## src/eis_pkg.sv

```systemverilog
// Purpose: shared constants and types for the error interrupt status block
// Assumes: one 32-bit status register plus a view select register, reached over a plain strobe port
// Notes:   bit positions are given in pci numbering (bit 31 is msb)
package eis_pkg;

  localparam int unsigned EIS_ADDR_W = 4;
  localparam int unsigned EIS_DATA_W = 32;

  // register index map (byte address = index * 4)
  localparam logic [EIS_ADDR_W-1:0] EIS_ERR_STATUS_IDX  = 4'h0;
  localparam logic [EIS_ADDR_W-1:0] EIS_VIEW_SELECT_IDX = 4'h1;

  localparam logic [31:0] EIS_ERR_STATUS_RST = 32'h0000_0000;
  localparam logic        EIS_VIEW_RST       = 1'h0;
  localparam logic        EIS_DUAL_PCI       = 1'h1;

  // field positions, pci numbering
  localparam int unsigned EIS_B_SUMMARY        = 31;
  localparam int unsigned EIS_B_HB_RETRY_P1    = 27;
  localparam int unsigned EIS_B_HB_RETRY_P2    = 26;
  localparam int unsigned EIS_B_HB_RETRY_LOOP  = 25;
  localparam int unsigned EIS_B_HB_XERR_P1     = 23;
  localparam int unsigned EIS_B_HB_XERR_P2     = 22;
  localparam int unsigned EIS_B_HB_XERR_LOOP   = 21;
  localparam int unsigned EIS_B_HB_APAR        = 20;
  localparam int unsigned EIS_B_HB_DPAR_P1     = 19;
  localparam int unsigned EIS_B_HB_DPAR_P2     = 18;
  localparam int unsigned EIS_B_HB_DPAR_LOOP   = 17;
  localparam int unsigned EIS_B_P2_ERR_P1      = 15;
  localparam int unsigned EIS_B_P2_ERR_HOST    = 14;
  localparam int unsigned EIS_B_P2_ERR_LOOP    = 13;
  localparam int unsigned EIS_B_P2_APAR        = 12;
  localparam int unsigned EIS_B_P2_RETRY_P1    = 11;
  localparam int unsigned EIS_B_P2_RETRY_HOST  = 10;
  localparam int unsigned EIS_B_P2_RETRY_LOOP  = 9;
  localparam int unsigned EIS_B_P1_ERR_P2      = 7;
  localparam int unsigned EIS_B_P1_ERR_HOST    = 6;
  localparam int unsigned EIS_B_P1_ERR_LOOP    = 5;
  localparam int unsigned EIS_B_P1_APAR        = 4;
  localparam int unsigned EIS_B_P1_RETRY_P2    = 3;
  localparam int unsigned EIS_B_P1_RETRY_HOST  = 2;
  localparam int unsigned EIS_B_P1_RETRY_LOOP  = 1;

  // bits that depend on the second pci bus
  localparam logic [31:0] EIS_P2_ONLY_MASK = 32'h0444_FE88;
  // all sticky event bits
  localparam logic [31:0] EIS_EVENT_MASK   = 32'h0EFE_FEFE;

  // one-cycle event pulses, grouped by the interface that saw them
  typedef struct packed {
    logic retry_limit_first_pci;
    logic retry_limit_second_pci;
    logic retry_limit_loop_dma;
    logic xfer_error_first_pci;
    logic xfer_error_second_pci;
    logic xfer_error_loop_dma;
    logic addr_parity_error;
    logic data_parity_first_pci;
    logic data_parity_second_pci;
    logic data_parity_loop_dma;
  } eis_host_evt_t;

  typedef struct packed {
    logic error_to_other;
    logic error_to_host;
    logic error_loop_dma;
    logic addr_parity_error;
    logic retry_from_other;
    logic retry_from_host;
    logic retry_loop_dma;
  } eis_pci_evt_t;

  typedef struct packed {
    logic [EIS_ADDR_W-1:0] addr;
    logic [EIS_DATA_W-1:0] wdata;
    logic                  wr;
    logic                  rd;
  } eis_bus_req_t;

endpackage

```

## src/eis_w1c_bit.sv

```systemverilog
// Purpose: one sticky status bit, set by hardware, cleared by writing one
// Assumes: set and clear are one-cycle pulses in the clock domain
// Notes:   set wins over a clear in the same cycle
`timescale 1ns/10ps
module eis_w1c_bit #(
  parameter logic ENABLE = 1'h1
) (
  // clock and reset
  input  wire logic clock,
  input  wire logic reset_n,
  // control
  input  wire logic set_evt,
  input  wire logic clr_evt,
  // state
  output logic      flag_q
);

  logic flag_d;

  always_comb begin
    flag_d = flag_q;
    if (clr_evt) begin
      flag_d = 1'b0;
    end
    // a new event must not be lost to a concurrent clear
    if (set_evt && ENABLE) begin
      flag_d = 1'b1;
    end
  end

  always_ff @(posedge clock or negedge reset_n) begin
    if (!reset_n) begin
      flag_q <= 1'b0;
    end else begin
      flag_q <= flag_d;
    end
  end

endmodule

```

## src/eis_error_status.sv

```systemverilog
// Purpose: error interrupt status register with write-one-to-clear fields
// Assumes: event inputs are synchronous one-cycle or level pulses
// Notes:   two views of the same word, pci order and host-bus (mirrored) order
//
// Functional notes
// [RQ1] summary bit 31 follows whether any primary status bit is set
// [RQ2] bit 27 sets on host bus retry limit toward first pci, w1c
// [RQ3] bit 26 sets on host bus retry limit toward second pci, w1c
// [RQ4] bit 25 sets on host bus retry limit during loop dma, w1c
// [RQ5] bit 23 sets on transfer error ack toward first pci, w1c
// [RQ6] bit 22 sets on transfer error ack toward second pci, w1c
// [RQ7] bit 21 sets on transfer error ack during loop dma, w1c
// [RQ8] bit 20 sets on host bus address parity error, held until w1c
// [RQ9] bit 19 sets on host bus data parity toward first pci, w1c
// [RQ10] bit 18 sets on host bus data parity toward second pci, w1c
// [RQ11] bit 17 sets on host bus data parity during loop dma, w1c
// [RQ12] bit 15 sets on second pci error toward first pci, w1c
// [RQ13] bit 14 sets on second pci error toward host bus, w1c
// [RQ14] bit 13 sets on second pci error during its loop dma, w1c
// [RQ15] bit 12 sets on second pci address parity error, w1c
// [RQ16] bits 11..9 set on second pci master retry overflow, each w1c
// [RQ17] bits 30..28, 24, 16, 8, 0 read zero and ignore writes
// [RQ18] bits 7..5 set on first pci errors by destination, each w1c
// [RQ19] bit 4 sets on first pci address parity error, w1c
// [RQ20] bits 3..1 set on first pci master retry overflow, each w1c
// [RQ21] reset clears all fields; writing zero leaves fields unchanged
// [RQ22] host-bus view bit n equals pci bit 31 minus n
//
// Local design decisions: the register offsets and the plain strobed port.
`timescale 1ns/10ps
module eis_error_status #(
  parameter logic DUAL_PCI = eis_pkg::EIS_DUAL_PCI
) (
  // clock and reset
  input  wire logic                            clock,
  input  wire logic                            reset_n,
  // register port
  input  wire logic [eis_pkg::EIS_ADDR_W-1:0]  reg_addr,
  input  wire logic [eis_pkg::EIS_DATA_W-1:0]  reg_wdata,
  input  wire logic                            reg_wr,
  input  wire logic                            reg_rd,
  output logic      [eis_pkg::EIS_DATA_W-1:0]  reg_rdata,
  // error events
  input  wire eis_pkg::eis_host_evt_t          host_evt,
  input  wire eis_pkg::eis_pci_evt_t           first_pci_evt,
  input  wire eis_pkg::eis_pci_evt_t           second_pci_evt,
  // primary status summary input
  input  wire logic                            primary_status_any,
  // status outputs
  output logic                                 primary_summary_flag,
  output logic      [31:0]                     error_status_word,
  output logic                                 error_any
);

  // mirror a word between pci and host-bus bit order
  function automatic logic [31:0] eis_mirror(input logic [31:0] w);
    logic [31:0] r;
    r = 32'h0000_0000;
    for (int i = 0; i < 32; i++) begin
      r[i] = w[31-i];
    end
    return r;
  endfunction

  logic [31:0] set_vec;
  logic [31:0] clr_vec;
  logic [31:0] flag_vec;
  logic [31:0] status_word;
  logic [31:0] wr_pci;
  logic        wr_status;
  logic        wr_view;
  logic        view_host_q;
  logic        summary_q;
  logic [31:0] rdata_q;
  logic [31:0] status_out_q;
  logic        any_q;

  assign wr_status = reg_wr && (reg_addr == eis_pkg::EIS_ERR_STATUS_IDX);
  assign wr_view   = reg_wr && (reg_addr == eis_pkg::EIS_VIEW_SELECT_IDX);

  // writes arrive in whichever bit order the selected view uses
  assign wr_pci = view_host_q ? eis_mirror(reg_wdata) : reg_wdata; // RQ22

  // only ones clear, zeros leave fields unchanged
  assign clr_vec = wr_status ? (wr_pci & eis_pkg::EIS_EVENT_MASK) : 32'h0000_0000; // RQ21 RQ17

  // event routing to pci bit positions
  always_comb begin
    set_vec = 32'h0000_0000;
    set_vec[eis_pkg::EIS_B_HB_RETRY_P1]   = host_evt.retry_limit_first_pci; // RQ2
    set_vec[eis_pkg::EIS_B_HB_RETRY_P2]   = host_evt.retry_limit_second_pci; // RQ3
    set_vec[eis_pkg::EIS_B_HB_RETRY_LOOP] = host_evt.retry_limit_loop_dma; // RQ4
    set_vec[eis_pkg::EIS_B_HB_XERR_P1]    = host_evt.xfer_error_first_pci; // RQ5
    set_vec[eis_pkg::EIS_B_HB_XERR_P2]    = host_evt.xfer_error_second_pci; // RQ6
    set_vec[eis_pkg::EIS_B_HB_XERR_LOOP]  = host_evt.xfer_error_loop_dma; // RQ7
    set_vec[eis_pkg::EIS_B_HB_APAR]       = host_evt.addr_parity_error; // RQ8
    set_vec[eis_pkg::EIS_B_HB_DPAR_P1]    = host_evt.data_parity_first_pci; // RQ9
    set_vec[eis_pkg::EIS_B_HB_DPAR_P2]    = host_evt.data_parity_second_pci; // RQ10
    set_vec[eis_pkg::EIS_B_HB_DPAR_LOOP]  = host_evt.data_parity_loop_dma; // RQ11
    set_vec[eis_pkg::EIS_B_P2_ERR_P1]     = second_pci_evt.error_to_other; // RQ12
    set_vec[eis_pkg::EIS_B_P2_ERR_HOST]   = second_pci_evt.error_to_host; // RQ13
    set_vec[eis_pkg::EIS_B_P2_ERR_LOOP]   = second_pci_evt.error_loop_dma; // RQ14
    set_vec[eis_pkg::EIS_B_P2_APAR]       = second_pci_evt.addr_parity_error; // RQ15
    set_vec[eis_pkg::EIS_B_P2_RETRY_P1]   = second_pci_evt.retry_from_other; // RQ16
    set_vec[eis_pkg::EIS_B_P2_RETRY_HOST] = second_pci_evt.retry_from_host; // RQ16
    set_vec[eis_pkg::EIS_B_P2_RETRY_LOOP] = second_pci_evt.retry_loop_dma; // RQ16
    set_vec[eis_pkg::EIS_B_P1_ERR_P2]     = first_pci_evt.error_to_other; // RQ18
    set_vec[eis_pkg::EIS_B_P1_ERR_HOST]   = first_pci_evt.error_to_host; // RQ18
    set_vec[eis_pkg::EIS_B_P1_ERR_LOOP]   = first_pci_evt.error_loop_dma; // RQ18
    set_vec[eis_pkg::EIS_B_P1_APAR]       = first_pci_evt.addr_parity_error; // RQ19
    set_vec[eis_pkg::EIS_B_P1_RETRY_P2]   = first_pci_evt.retry_from_other; // RQ20
    set_vec[eis_pkg::EIS_B_P1_RETRY_HOST] = first_pci_evt.retry_from_host; // RQ20
    set_vec[eis_pkg::EIS_B_P1_RETRY_LOOP] = first_pci_evt.retry_loop_dma; // RQ20
  end

  // one sticky cell per event bit; reserved and second-bus bits in a
  // single-bus build are tied off so they can never read one
  for (genvar g = 0; g < 32; g++) begin : g_bits
    if (eis_pkg::EIS_EVENT_MASK[g]) begin : g_evt
      eis_w1c_bit #(
        .ENABLE (DUAL_PCI || !eis_pkg::EIS_P2_ONLY_MASK[g])
      ) u_bit (
        .clock   (clock),
        .reset_n (reset_n),
        .set_evt (set_vec[g]),
        .clr_evt (clr_vec[g]),
        .flag_q  (flag_vec[g])
      );
    end else begin : g_rsvd
      assign flag_vec[g] = 1'b0; // RQ17
    end
  end

  // summary registered so the word and the flag output both come from flops
  always_ff @(posedge clock or negedge reset_n) begin
    if (!reset_n) begin
      summary_q <= 1'b0; // RQ21
    end else begin
      summary_q <= primary_status_any; // RQ1
    end
  end

  always_comb begin
    status_word = flag_vec;
    status_word[eis_pkg::EIS_B_SUMMARY] = summary_q; // RQ1
  end

  // view select: 0 = pci bit order, 1 = host-bus bit order
  always_ff @(posedge clock or negedge reset_n) begin
    if (!reset_n) begin
      view_host_q <= eis_pkg::EIS_VIEW_RST;
    end else if (wr_view) begin
      view_host_q <= reg_wdata[0];
    end
  end

  // read data valid only in the cycle after the read strobe
  always_ff @(posedge clock or negedge reset_n) begin
    if (!reset_n) begin
      rdata_q <= 32'h0000_0000;
    end else if (reg_rd) begin
      unique case (reg_addr)
        eis_pkg::EIS_ERR_STATUS_IDX: begin
          rdata_q <= view_host_q ? eis_mirror(status_word) : status_word; // RQ22
        end
        eis_pkg::EIS_VIEW_SELECT_IDX: begin
          rdata_q <= {31'h0000_0000, view_host_q};
        end
        default: begin
          rdata_q <= 32'h0000_0000;
        end
      endcase
    end else begin
      rdata_q <= 32'h0000_0000;
    end
  end

  // registered copies for direct observation; one cycle behind the cells
  always_ff @(posedge clock or negedge reset_n) begin
    if (!reset_n) begin
      status_out_q <= eis_pkg::EIS_ERR_STATUS_RST;
      any_q        <= 1'b0;
    end else begin
      status_out_q <= status_word;
      any_q        <= |flag_vec;
    end
  end

  assign reg_rdata            = rdata_q;
  assign error_status_word    = status_out_q;
  assign error_any            = any_q;
  assign primary_summary_flag = summary_q;

endmodule

```

## config.mk

```make
export PLATFORM = sky130hd
export DESIGN_NAME = eis_error_status
export DESIGN_NICKNAME = d
export VERILOG_FILES = /design/src/eis_pkg.sv /design/src/eis_w1c_bit.sv /design/src/eis_error_status.sv
export SDC_FILE = /design/constraint.sdc
export NUM_CORES = 1
export LEC_CHECK = 0
export BUFFER_PORTS_ARGS = -buffer_cell sky130_fd_sc_hd__buf_2
export CAP_MARGIN = 25
export CELL_PAD_IN_SITES_DETAIL_PLACEMENT = 1
export CELL_PAD_IN_SITES_GLOBAL_PLACEMENT = 1
export CORE_MARGIN = 10
export CORE_UTILIZATION = 37
export DETAILED_ROUTE_END_ITERATION = 10
export MAX_ROUTING_LAYER = met4
export PLACE_DENSITY_LB_ADDON = 0.1
export SLEW_MARGIN = 25
export SYNTH_ARGS = -nofsm -noshare
export SYNTH_HDL_FRONTEND = slang
export SYNTH_SLANG_ARGS = --single-unit
```

## constraint.sdc

```tcl
create_clock -name clock -period 1.5 [get_ports clock]
set_input_delay 0 -clock clock [delete_from_list [all_inputs] [get_ports clock]]
set_output_delay 0 -clock clock [all_outputs]
set_load 0.01 [all_outputs]
```

* Word-level counts from Yosys, hierarchy flattened
Index checks and enable logic that the tools add are counted.
Word-level totals: logic and storage cells 111, flip-flop bits (word level) 84
Operators by class: muxes and demuxes 53, reductions and logical operators 28, eq/ne operators 1
Operators by type and width (number):
- $mux W32 | 2
- $pmux W32 S2 | 1
- $mux W28 | 2
- $mux W1 | 48
- $reduce_bool A2 Y1 | 24
- $reduce_or A24 Y1 | 1
- $eq A4 B1 Y1 const B | 1
- $logic_not A4 Y1 | 1
- $logic_and A1 B1 Y1 | 2

* Logic depth before layout (Yosys ltp)
depth in word-level cells 5, mapped depth 5, mapped depth without buffers 3

* Modules after synthesis
Synthesis repeated with hierarchy kept, for this count alone.
Unflattened totals: cell total of the unflattened synthesis 263, area total of the unflattened synthesis 3285.7 µm²
By module, submodules not included:
- eis_error_status | area each 2414.8 µm², cells an instance 191, times used 1, seq. area each 1501.4 µm²
- eis_w1c_bit | area each 36.3 µm², cells an instance 3, times used 24, seq. area each 25.0 µm²

* Worst setup path before layout
Ideal clock, no wire load.
path type reg-to-reg, start reg, netlist name view_host_q, end reg view_host_q, library setup time 125 ps, data arrival time 1046 ps, clock period less this slack 1171 ps, slack 329 ps, cell stages (with the launch flop) 5, cell sequence dfrtp_1 > clkbuf_1 > buf_4 > buf_2 > mux2_2
RTL lines:
- end signal, assigned | RTL line eis_error_status.sv:151 | view_host_q <= eis_pkg::EIS_VIEW_RST;
- end signal, assigned | RTL line eis_error_status.sv:153 | view_host_q <= reg_wdata[0];
- end, declared | RTL line eis_error_status.sv:72 | logic view_host_q;

* Worst setup path in the final report
start in reg_addr[2] (netlist bit), end reg rdata_q[0] (netlist: reg_rdata[0])
Between the ends: cells in the longest elaborated chain, start to end 3, elaborated cells between the ends (all ways) 4, those cells by class eq/ne (1); mux (2); reduce/logical (1)
Ends and longest elaborated chain:
- start, declared | RTL line eis_error_status.sv:38 | input wire logic [eis_pkg::EIS_ADDR_W-1:0] reg_addr,
- $eq A4 B1 Y1 / $logic_not A4 Y1 (equally long branches) | RTL line eis_error_status.sv:162 | unique case (reg_addr)
- $pmux W32 S2 * | RTL line eis_error_status.sv:162
- $mux W32 * | RTL line eis_error_status.sv:161 | end else if (reg_rd) begin
- end signal, assigned | RTL line eis_error_status.sv:164 | rdata_q <= view_host_q ? eis_mirror(status_word) : status_word;
- end signal, assigned | RTL line eis_error_status.sv:167 | rdata_q <= {31'h0000_0000, view_host_q};
- end, declared | RTL line eis_error_status.sv:74 | logic [31:0] rdata_q;
Mark *: on every way between the ends. The rest lies on a longest branch, timed or not. A chain may end at the register's enable or synchronous reset.

==> run_results.csv <==
group,metric,value,unit
logic_synthesis,ys_top_cells_by_area,"dfrtp_1 (65%), mux2i_1 (13%), nor2_1 (7.6%)",
worst_setup_path,critPathMaxFanout,2,
global_route,grt_pass1_wl,15900,um
logic_synthesis,yosys_warnings,0,
worst_setup_path,ff2ff_setup_slack,0.14,ns
logic_synthesis,syn_area,3250,um^2
outcome,status,"finished clean",
clock_tree,cts_buffers,9,
die,dieWidth,114,um
min_path,hold_end,"view_host_q",
global_route,overflow,0,
logic_synthesis,synth_top_area_cell,"dfrtp_1",
power_and_ir_drop,power.leakage,2.27,nW
die,initial_core_util,37.6,%
drt,firstDrtPassIters,4,
timing,report.final.slew_viol_count,0,
timing,setup_viol,0,
worst_setup_path,r2r_start,"g_bits[2].g_evt.u_bit.flag_q",
drt,postRouteAntennaNets,0,
place,post-place-ws,0.0930,ns
finish,final_cell_count_no_fill,569,
place,dp_cells,491,
place,numPortBuffers,122,
finish,final_util,55.7,%
logic_synthesis,synth_edf_count,0,
die,rows,34,
min_path,hp-class,"in -> reg",
logic_synthesis,syn-instance-count,265,
finish,drive_above_1_share,33.7,%
power_and_ir_drop,power,4.72,mW
logic_synthesis,ys_types,22,
timing,clock.fmax,715,MHz
worst_setup_path,critPathCaptureType,"flop",
die,dieArea,12900,um^2
min_path,min-delay-start,"reg_wr",
global_route,grt_max_degree,42,
min_path,hold_path_depth,3,
logic_synthesis,synth.most_common_cell,"dfrtp_1",
timing,fin_tns_setup,0,ns
die,coreArea,8640,um^2
drt,drc,0,
clock_tree,insertion_delay,0.34,ns
clock_tree,cts_tree,"built",
logic_synthesis,async_flop_share,100,%
power_and_ir_drop,peakVddDrop,0.413,mV
worst_setup_path,critPathLaunchType,"input port",
drt,wl,9920,um
place,place_congestion,0.762,
timing,rsz0062_at_grt,"false",
drt,vias_per_cell,4.67,
timing,finalCritPeriodShare,93.3,%
clock_tree,ctsHtreeMaxLevel,3,
logic_synthesis,synth_seq_cells,84,
drt,routed-via-count,2659,
global_route,track_usage,16.0,%
die,num_io_pins,131,
finish,area_growth,48.0,%
finish,fin_nets,520,
timing,fin_ws,0.101,ns
global_route,grt_pass1_vias,2993,
worst_setup_path,crit_required,1.78,ns
worst_setup_path,arrival,1.67,ns
logic_synthesis,synth_top_area_share,64.7,%
timing,skew,0.00858,ns
logic_synthesis,synth.avg_cell_area,12.3,um^2
timing,hold_violations,0,
logic_synthesis,yosysSeqAreaShare,64.7,%
die,fp.dieH,114,um
logic_synthesis,synth_ff_type,"dfrtp_1",
clock_tree,clock-sinks,84,
clock_tree,path_clk_slew,0.08,ns
job,max_cap_viol_count,0,
drt,wl_per_cell,17.4,um
timing,min_period,1.40,ns
place,dpl.hpwl,6730,um
logic_synthesis,synth_common_cells,"dfrtp_1 (84), nor2_1 (66), mux2i_1 (42)",
clock_tree,clockRootBuffer,"clkbuf_8",
power_and_ir_drop,p_per_area,981,nW/um^2
global_route,antenna_found_initial,1,
worst_setup_path,r2r_cells,4,
clock_tree,cts_post_setup_buffers_inserted,0,
worst_setup_path,crit_type,"in -> reg",
worst_setup_path,r2r_end,"error_any",
clock_tree,cts_buffer_depth,2,
drt,dr.first_iter.drc_count,45,
==> logic make-up after synthesis <==
family,share of synthesized area (%)
other,0.115
multiplexers,13.3
buffers and inverters,4.23
AO/OA/AOI/OAI,4.16
AND/OR/NAND/NOR,13.5
flip-flops,64.7
==> sequential cells by signal, indices dropped and copies added (netlist names) <==
register,flops
error_status_word,25
reg_rdata,32
error_any,1
g_bits.g_evt.u_bit.flag_q,24
primary_summary_flag,1
view_host_q,1
==> routing by layer <==
metal | routed length (um) | vias to the layer above | GRT usage [%]
li1 | - | 1269 | -
met4 | 229 | 0 | 6.51
met3 | 510 | 17 | 3.88
met5 | 0 | - | -
met2 | 5220 | 79 | 27.5
met1 | 3960 | 1294 | 17.4
==> area by class of cell <==
cell class / instances / area [um^2]
repair buffers: 192 / 1330
fillers: 950 / 3820
diodes: 1 / 2.50
clock inverters: 6 / 63.8
multi-input cells: 168 / 1040
flip-flops and latches: 84 / 2100
clock buffers: 10 / 138
well taps: 108 / 135
==> cells in the final DEF (no fill, tap or decap) <==
cell           instances
nand2_2                1
clkinv_4               1
nor3b_2                2
dfrtp_1               83
diode_2                1
a21oi_2                1
mux2i_1               42
dlygate4sd3_1         61
buf_12                 3
nor4_1                 5
nor2_1                66
buf_2                121
conb_1                 7
clkinv_2               2
and4_1                 1
nor3b_1                5
o2111a_1               1
dfrtp_2                1
nor4_2                 2
buf_4                  7
bufinv_16              1
mux2_2                 1
nand3_1                2
and2_1                 2
a21oi_1               23
clkinvlp_4             2
clkbuf_8              10
nor3_1                 1
and3_1                 6
==> per-stage QoR <==
step / hold slack (ns) / cell area (um^2)
after global placement: -0.0459 / 3990
after global routing: 0.0293 / 4810
after detailed placement: -0.0420 / 3990
after CTS: 0.0185 / 4800
after floorplan: -0.296 / 3270
final: 0.0399 / 4810
==> how the worst max path moves through the flow <==
stage,from,endpoint
5_1_grt,reg_addr[2],reg_rdata[9]
3_5_place_dp,g_bits[13].g_evt.u_bit.flag_q,error_any
4_1_cts,g_bits[13].g_evt.u_bit.flag_q,error_any
3_3_place_gp,g_bits[2].g_evt.u_bit.flag_q,error_any
6_report,reg_addr[2],reg_rdata[0]
2_1_floorplan,view_host_q,view_host_q
==> repair_timing <==
| action | 4_1_cts | 5_1_grt |
|---|---|---|
| endpoints found under the setup margin | 0 | 1 |
| gates resized for setup | 0 | 1 |
| hold buffers | 61 | 0 |
| hold endpoints to repair | 111 | 0 |
==> worst max-delay path, stage by stage <==
cell and delay, ns:
dlygate4sd3_1 0.55, buf_2 0.14, nor3_1 0.20, dlygate4sd3_1 0.60, o2111a_1 0.18
==> power by group <==
| group | switching, mW | internal (mW) | leakage, nW |
|---|---|---|---|
| logic | 0.367 | 0.400 | 1.26 |
| clock network | 0.790 | 0.812 | 0.0983 |
| registers | 0.0466 | 2.30 | 0.912 |
(Power assumes the default switching activity.)
